--- config.mk ---
export PLATFORM = sky130hd
export DESIGN_NAME = pva_top
export DESIGN_NICKNAME = d
export VERILOG_FILES = /design/src/pva_fifo.v /design/src/pva_top.v
export VERILOG_INCLUDE_DIRS = /design/src /design/src/src
export SDC_FILE = /design/constraint.sdc
export NUM_CORES = 1
export LEC_CHECK = 0
export BUFFER_PORTS_ARGS = -buffer_cell sky130_fd_sc_hd__buf_2
export CAP_MARGIN = 20
export CORE_MARGIN = 5
export CORE_UTILIZATION = 60
export DETAILED_ROUTE_END_ITERATION = 7
export PLACE_DENSITY_LB_ADDON = 0.08
export SYNTH_ARGS = -nofsm -noshare
export SYNTH_HDL_FRONTEND = slang
export SYNTH_SLANG_ARGS = --single-unit
--- constraint.sdc ---
create_clock -name sys_clk -period 4.9 [get_ports sys_clk]
set_input_delay 0.98 -clock sys_clk [delete_from_list [all_inputs] [get_ports sys_clk]]
set_output_delay 0.98 -clock sys_clk [all_outputs]
set_load 0.005 [all_outputs]
--- src/pva_defines.vh ---
// Constants for the video converter output port
`ifndef PVA_DEFINES_VH
`define PVA_DEFINES_VH
`define PVA_WORD_W       10
`define PVA_SIGN_BIT     9
`define PVA_CLK_NS       8
`define PVA_VALID_NS     200
// 200 ns at 8 ns a cycle, sized to the timer
`define PVA_VALID_CYC    5'h19
`define PVA_TMR_W        5
// Pop, read register and output register follow; word lands on cycle 25
`define PVA_POP_AT       5'h03
`define PVA_SIGN_MASK    10'h200
`define PVA_PIPE_EXTRA   2'h2
`define PVA_FIFO_DEPTH   32
`define PVA_FIFO_AW      5
`define PVA_PEND_W       6
`define PVA_WORD_RST     10'h000
`endif

--- src/pva_fifo.v ---
// Sample FIFO with registered read data
`timescale 1ns/1ns
`default_nettype none
module pva_fifo #(
    parameter W     = 10,
    parameter DEPTH = 32,
    parameter AW    = 5
) (
    input  wire          clk,
    input  wire          nrst,
    input  wire          in_valid,
    output wire          in_ready,
    input  wire [W-1:0]  in_data,
    output wire          out_valid,
    input  wire          out_ready,
    output wire [W-1:0]  out_data,
    output wire          out_data_valid
);
    reg [W-1:0]  mem [0:DEPTH-1];
    reg [AW-1:0] wr_ptr_q;
    reg [AW-1:0] rd_ptr_q;
    reg [AW:0]   count_q;
    reg [W-1:0]  rd_data_q;
    reg          rd_valid_q;
    wire         push;
    wire         pop;
    localparam [AW:0] FULL_COUNT = DEPTH;

    assign in_ready       = (count_q != FULL_COUNT);
    assign out_valid      = (count_q != {(AW+1){1'b0}});
    assign push           = in_valid && in_ready;
    assign pop            = out_ready && out_valid;
    assign out_data       = rd_data_q;
    assign out_data_valid = rd_valid_q;

    always @(posedge clk)
    begin
        if (push)
            mem[wr_ptr_q] <= in_data;
    end

    always @(posedge clk or negedge nrst)
    begin
        if (!nrst)
        begin
            wr_ptr_q   <= {AW{1'b0}};
            rd_ptr_q   <= {AW{1'b0}};
            count_q    <= {(AW+1){1'b0}};
            rd_data_q  <= {W{1'b0}};
            rd_valid_q <= 1'b0;
        end
        else
        begin
            rd_valid_q <= pop;
            if (push)
                wr_ptr_q <= wr_ptr_q + 1'b1;
            if (pop)
            begin
                rd_ptr_q  <= rd_ptr_q + 1'b1;
                rd_data_q <= mem[rd_ptr_q];
            end
            if (push && !pop)
                count_q <= count_q + 1'b1;
            else if (pop && !push)
                count_q <= count_q - 1'b1;
        end
    end
endmodule // pva_fifo
`default_nettype wire

--- src/pva_top.v ---
// Digital output port of a pipelined 10-bit video converter
//
// What this block does
// - A sample's word appears only after it and two more encode commands, until a hold makes the FIFO drop samples.
// - Word for sample N valid two encode periods plus 200 ns after its command, if hold_out has stayed low.
// - Each result is ten parallel bits, held steady between updates.
// - Words are two's complement; the top bit is the input's sign.
// - No data-ready or valid strobe; encode commands and hold_out are the only timing references.
// - All zeros is one step above zero volts, all ones one step below.
// - Most positive input gives 0111111111, the largest positive word.
`timescale 1ns/1ns
`default_nettype none
`include "pva_defines.vh"
module pva_top (
    input  wire                    sys_clk,
    input  wire                    nrst,
    input  wire                    enc_cmd,
    input  wire [`PVA_WORD_W-1:0]  sample_code,
    input  wire                    hold_out,
    output wire [`PVA_WORD_W-1:0]  data_out,
    output wire                    accept_out
);
    reg  [`PVA_WORD_W-1:0] dat_q;
    reg                    enc_prev_q;
    reg  [`PVA_TMR_W-1:0]  tmr_q;
    reg  [1:0]             warm_q;
    reg  [`PVA_PEND_W-1:0] pend_q;
    reg                    accept_q;
    reg  [`PVA_PEND_W-1:0] pend_d;
    wire                   enc_rise;
    wire                   due;
    wire                   fifo_in_ready;
    wire                   fifo_out_valid;
    wire                   fifo_pop;
    wire [`PVA_WORD_W-1:0] fifo_data;
    wire                   fifo_data_valid;

    // Quantizer delivers offset binary; flipping the sign bit gives 2's complement
    function [`PVA_WORD_W-1:0] twos_complement_code;
        input [`PVA_WORD_W-1:0] offset_code;
        begin
            twos_complement_code = offset_code ^ `PVA_SIGN_MASK;
        end
    endfunction

    assign enc_rise   = enc_cmd && !enc_prev_q;
    assign due        = (tmr_q == `PVA_POP_AT);
    // Drain stalls under hold_out, so the FIFO can really fill
    assign fifo_pop   = (pend_q != {`PVA_PEND_W{1'b0}}) && fifo_out_valid && !hold_out;
    assign data_out   = dat_q;
    assign accept_out = accept_q;

    pva_fifo #(
        .W     (`PVA_WORD_W),
        .DEPTH (`PVA_FIFO_DEPTH),
        .AW    (`PVA_FIFO_AW)
    ) u_fifo (
        .clk            (sys_clk),
        .nrst           (nrst),
        .in_valid       (enc_rise),
        .in_ready       (fifo_in_ready),
        .in_data        (twos_complement_code(sample_code)),
        .out_valid      (fifo_out_valid),
        .out_ready      (fifo_pop),
        .out_data       (fifo_data),
        .out_data_valid (fifo_data_valid)
    );

    // Pops owed: one per encode once two earlier samples sit ahead
    always @*
    begin
        pend_d = pend_q;
        if (due && (warm_q == `PVA_PIPE_EXTRA))
            pend_d = pend_d + 1'b1;
        if (fifo_pop)
            pend_d = pend_d - 1'b1;
    end

    always @(posedge sys_clk or negedge nrst)
    begin
        if (!nrst)
        begin
            enc_prev_q <= 1'b0;
            tmr_q      <= {`PVA_TMR_W{1'b0}};
            warm_q     <= 2'h0;
            pend_q     <= {`PVA_PEND_W{1'b0}};
            dat_q      <= `PVA_WORD_RST;
            accept_q   <= 1'b0;
        end
        else
        begin
            enc_prev_q <= enc_cmd;
            accept_q   <= fifo_in_ready;
            pend_q     <= pend_d;
            // At 5 MHz the next command can land as the delay ends; reload wins
            if (enc_rise)
                tmr_q <= `PVA_VALID_CYC;
            else if (tmr_q != {`PVA_TMR_W{1'b0}})
                tmr_q <= tmr_q - 1'b1;
            if (due && (warm_q != `PVA_PIPE_EXTRA))
                warm_q <= warm_q + 1'b1;
            if (fifo_data_valid)
                dat_q <= fifo_data;
        end
    end
endmodule // pva_top
`default_nettype wire

## Yosys cells after proc, flatten, opt, wreduce, memory -nomap -nowiden

Memories as Yosys holds them, arrays and structs flattened. A register that Yosys moved wholly into a read port is not among the register bits.
Index checks and enable logic that the tools add are counted.

- Bits in writable memories: 320
- Word-level logic and storage cells: 51
- Memories kept: 1
- Flip-flop bits (word level): 42

- Bitwise logic cells: 1
- Add/subtract/negate cells: 8
- Equal/unequal tests: 4
- Reduce and logical (&&, ||, !) cells: 19
- Muxes and demuxes: 8

Memory list:

| memory | words | bits a word | read ports | clocked after Yosys merged registers in | wr ports | RTL line | text |
|---|---|---|---|---|---|---|---|
| u_fifo.mem | 32 | 10 | 1 | 1 | 1 | pva_fifo.v:19 | `reg [W-1:0] mem [0:DEPTH-1];` |

Operator list:

| operator | count |
|---|---|
| $mux 6 | 4 |
| $add 6x1->6 const B | 2 |
| $reduce_bool 6->1 | 2 |
| $sub 6x1->6 const B | 2 |
| $add 5x1->5 const B | 2 |
| $mux 5 | 2 |
| $logic_and 1x1->1 | 9 |
| $ne 6x6->1 const B | 1 |
| $eq 5x2->1 const B | 1 |
| $logic_not 1->1 | 5 |
| $reduce_bool 5->1 | 1 |
| $sub 5x1->5 const B | 1 |
| $reduce_bool 2->1 | 2 |
| $add 2x1->2 const B | 1 |
| $eq 2x2->1 const B | 1 |
| $mux 1 | 2 |
| $ne 2x2->1 const B | 1 |
| $not 1->1 | 1 |

## Depth between registers and ports, before layout

- Depth in word-level cells: 7
- Mapped depth: 13

## Hierarchy

A second synthesis with hierarchy kept.

- Cells, all modules: 871
- Area total of the unflattened synthesis: 15180.8 sq um

Modules (own cells, without submodules):

| module | cells each | times used | area each (sq um) |
|---|---|---|---|
| pva_fifo | 759 | 1 | 13873.3 |
| pva_top | 112 | 1 | 1307.5 |

## Worst setup path before layout

No wires, ideal clock.

- Kind: input-to-reg
- From: in enc_cmd
- To: reg u_fifo.count_q[5]
- Setup time: 79 ps
- Data arrival time: 3177 ps
- Stages on the path: 10
- Slack: 1643 ps
- Path buffers: 0
- Cell sequence: nand2b_1 > a31oi_1 > ha_1 > inv_1 > ha_1 > a21o_1 > a21oi_1 > or4_1 > nand4_1 > xor2_1

- Cells in the longest elaborated chain, start to end: 5
- Elaborated cells between the ends (all ways): 7

Ends and longest elaborated chain:

| item | RTL line | text |
|---|---|---|
| from (decl) | pva_top.v:17 | `input wire enc_cmd,` |
| $logic_and 1x1->1 (*) | pva_top.v:46 | `assign enc_rise = enc_cmd && !enc_prev_q;` |
| $logic_and 1x1->1 (*) | pva_fifo.v:31 | `assign push = in_valid && in_ready;` |
| via u_fifo.push | pva_fifo.v:25 | `wire push;` |
| $logic_not 1->1 | pva_fifo.v:64 | `else if (pop && !push)` |
| $logic_and 1x1->1 | pva_fifo.v:64 |  |
| $reduce_bool 2->1 (no source line) | n/a |  |
| to (signal assigned) | pva_fifo.v:48 | `count_q <= {(AW+1){1'b0}};` |
| to (signal assigned) | pva_fifo.v:63 | `count_q <= count_q + 1'b1;` |
| to (signal assigned) | pva_fifo.v:65 | `count_q <= count_q - 1'b1;` |
| to (decl) | pva_fifo.v:22 | `reg [AW:0] count_q;` |

Mark *: on every way through the listed nets, which the timed path passes. The rest lies on a longest branch.
A chain may end at the register's enable or synchronous reset.

## Worst setup path after layout

- From: reg u_fifo.count_q[0]
- To: reg u_fifo.count_q[5]

- Cells in the longest elaborated chain, start to end: 7
- Elaborated cells between the ends (all ways): 15

Ends and longest elaborated chain:

| item |
|---|
| branches (longest 7 deep; another with $sub 6x1->6) |

Several ways; the timed one is not identified. The select of a mux whose other input is x is not followed.

==> results.ini <==
[synthesis]
synth_area_per_cell_um2=18.8
ys.flop_type=edfxtp_1
ys_seq_elements=372
syn_area_um2=14800
netlist_instances=790
seq_area_frac_synth_pct=73.5
synth_enable_flop_cells=320
ys_types=54
syn_nets=822
async_flop_share_pct=14.0
yosysWarningCount=0

[die]
start_util_pct=61.1
fp.dieW_um=167
io_pins=25
die_y_um=167
coreArea_um2=24300
num_rows=57
die_area_um2=28000

[clocking]
clkTransAtPathRegs_ns=0.06
postCtsSetupRepairBufs=0
cts_tree=yes
postCtsResizedCells=0
clock_sink_count=372
cts_hold_buffers=0
cts_max_level=2
cts_buffer_depth=3
cts_root_buf=clkbuf_16
clk-insertion-delay-late_ns=0.52
cts_buffers=39

[routing]
drc_errors=0
firstDrtPassIters=5
viasPerCell=6.28
wl_per_cell_um=25.8
vias=7393
drtIter0Drc=769
drtAntennaViolNets=0
drt_wl_total_um=30400

[finish]
areaGrowthSynthToFinish_pct=10.8
post-route-util_pct=67.6
layout.cells.non_filler=1177
num_antenna_cells=0
finalNetCount=857
fillers=1572
regArea_um2=10900
drive_above_1_share_pct=22.0
multi_input_area_um2=3660
finalInstanceArea_um2=16400

[sta]
whs_ns=0.458
drv_slew=0
setup_viol=0
fin_crit_ns=3.37
final.setup_skew_ns=0.0139
fmax_ghz=0.296
fin_setup_tns_ns=0
layout_setup_ws_ns=1.53
hold_violations=0
tightest_slew_ns=1.03
rsz0062_at_grt=no
min_period_over_period_pct=68.9
slew_headroom_pct=30.9

[power]
power_density_nw_per_um2=561
vdd_ir_drop_max_v=0.000359
finalPower_mw=9.22
power_leakage_nw=5.48

[critical_path]
ff2ff_setup_slack_ns=1.53
slowest_delay_ns=0.54
cp.arrival_ns=3.81
critPathKind=flip-flop to flip-flop
r2r-end=u_fifo.count_q[5]$_DFFE_PN0P_
worstPathMaxFanout=25
cpMaxStageDelayCell=or4_4
startpoint=u_fifo.count_q[0]$_DFFE_PN0P_
crit_path_frequent_cell=ha_1
path_cells=or4_4, or3_4, nand2_8, ha_1, inv_1, ha_1, a21o_1, a21oi_1, or4_1, nand4_1, xor2_1
rr_startpoint=u_fifo.count_q[0]$_DFFE_PN0P_
cp_data_required_time_ns=5.34
reg2reg_depth=11
endpoint_kind=flip-flop
crit_end=u_fifo.count_q[5]$_DFFE_PN0P_
cp-start-kind=flip-flop

[job]
maxCapViolations=0

[outcome]
status=finished, final reports clean

[global_routing]
gr-total-overflow=0
grt_max_degree=66
grt_pass1_vias=7540
antenna_found_initial=1
grt_pass1_wl_um=46800
track_usage_pct=22.1

[placement]
place_hpwl_um=19300
portBuffers=24
dp_cells=1108
post_dp_cell_area_um2=15200
pre_cts_slack_ns=1.07
place.gp.congestion=0.910

[hold_path]
hp-class=input port to asynchronous set/reset pin

## synth_stat cells, types with 6 or more instances
library cell	number	area (um2)
buf_2	13	65.1
inv_1	15	56.3
dfrtp_1	52	1300
nor2_1	40	150
nand2_1	42	158
mux2i_1	13	130
o21ai_1	8	40.0
mux4_2	72	1620
o21ai_0	12	60.1
xnor2_1	16	140
nand3_1	6	30.0
or4_1	11	82.6
ha_1	17	213
edfxtp_1	320	9610
clkbuf_1	7	26.3
o22ai_1	44	275
mux2_2	19	214
buf_6	7	78.8
xor2_1	6	52.6
## flip-flops by register name, indices dropped and copies added, names as in the netlist
signal and cells:
accept_out 1, u_fifo.out_data_valid 1, u_fifo.mem 320, warm_q 2
data_out 10, pend_q 6, u_fifo.count_q 6, tmr_q 5
enc_prev_q 1, u_fifo.rd_ptr_q 5, u_fifo.wr_ptr_q 5, u_fifo.out_data 10
## cell families (layout without fill, tap and decap cells)
group / Yosys count / count (layout) / share of synthesized area [%]
XOR/XNOR: 22 / 22 / 1.30
AND/OR/NAND/NOR: 141 / 141 / 5.06
flip-flops: 372 / 372 / 73.5
multiplexers: 104 / 104 / 13.2
AO/OA/AOI/OAI: 82 / 82 / 3.49
buffers and inverters: 51 / 114 / 1.86
adder cells (fa/ha/maj): 18 / 18 / 1.57
## report_power, final
group          total, mW  internal (mW)  switching (mW)
sequential          4.21           3.73           0.487
combinational       2.21           1.10            1.11
clock               2.79           1.65            1.14
## cell type report
cell class,instances,share of cell area (%)
flip-flops and latches,372,66.4
multi-input cells,367,22.3
clock buffers,52,6.35
well taps,324,2.47
repair buffers,29,1.16
clock inverters,17,0.981
inverters,16,0.396
## worst min-delay path by stage
stage | startpoint | endpoint | cells after the start
after floorplan | u_fifo.out_data[8]$_DFFE_PN0P_ | u_fifo.out_data[8]$_DFFE_PN0P_ | 2
after global placement | u_fifo.out_data[7]$_DFFE_PN0P_ | u_fifo.out_data[7]$_DFFE_PN0P_ | 2
after detailed placement | u_fifo.out_data[1]$_DFFE_PN0P_ | u_fifo.out_data[1]$_DFFE_PN0P_ | 2
after CTS | nrst | u_fifo.out_data[0]$_DFFE_PN0P_ | 1
after global routing | nrst | pend_q[2]$_DFF_PN0_ | 1
final | nrst | pend_q[2]$_DFF_PN0_ | 1
## metal layers
| metal | global-route usage [%] | wire [um] | vias up |
|---|---|---|---|
| met5 | 0 | 0 | - |
| met4 | 4.69 | 586 | 0 |
| met3 | 3.82 | 2100 | 44 |
| met2 | 35.1 | 14700 | 276 |
| met1 | 33.1 | 13100 | 3832 |
| li1 | - | - | 3241 |
## critical path: cells and delay by family, from the launching register on
family / cells / cell delay, ns
XOR/XNOR: 1 / 0.14
adder cells (fa/ha/maj): 2 / 0.64
flip-flops: 1 / 0.43
AO/OA/AOI/OAI: 2 / 0.19
buffers and inverters: 1 / 0.16
AND/OR/NAND/NOR: 5 / 1.72
## cell usage in the layout (no fill, tap or decap), types with 4 or more instances in the layout
cell / netlist / final
clkbuf_16: 0 / 39
edfxtp_1: 320 / 320
o22ai_1: 44 / 44
nand3_1: 6 / 6
nor4_1: 5 / 5
nand4_1: 5 / 5
or4_1: 11 / 11
clkinv_1: 0 / 6
nand2b_1: 4 / 4
mux4_2: 72 / 72
xor2_1: 6 / 6
nand2_1: 42 / 42
xnor2_1: 16 / 16
buf_2: 13 / 24
clkbuf_1: 7 / 11
nand3b_1: 5 / 5
o21ai_1: 8 / 8
o21ai_0: 12 / 12
nor2_1: 40 / 40
inv_1: 15 / 15
mux2_2: 19 / 19
mux2i_1: 13 / 13
ha_1: 17 / 17
dfrtp_1: 52 / 50
clkinv_2: 0 / 5
Note: power is estimated with default switching activity, not from simulation.
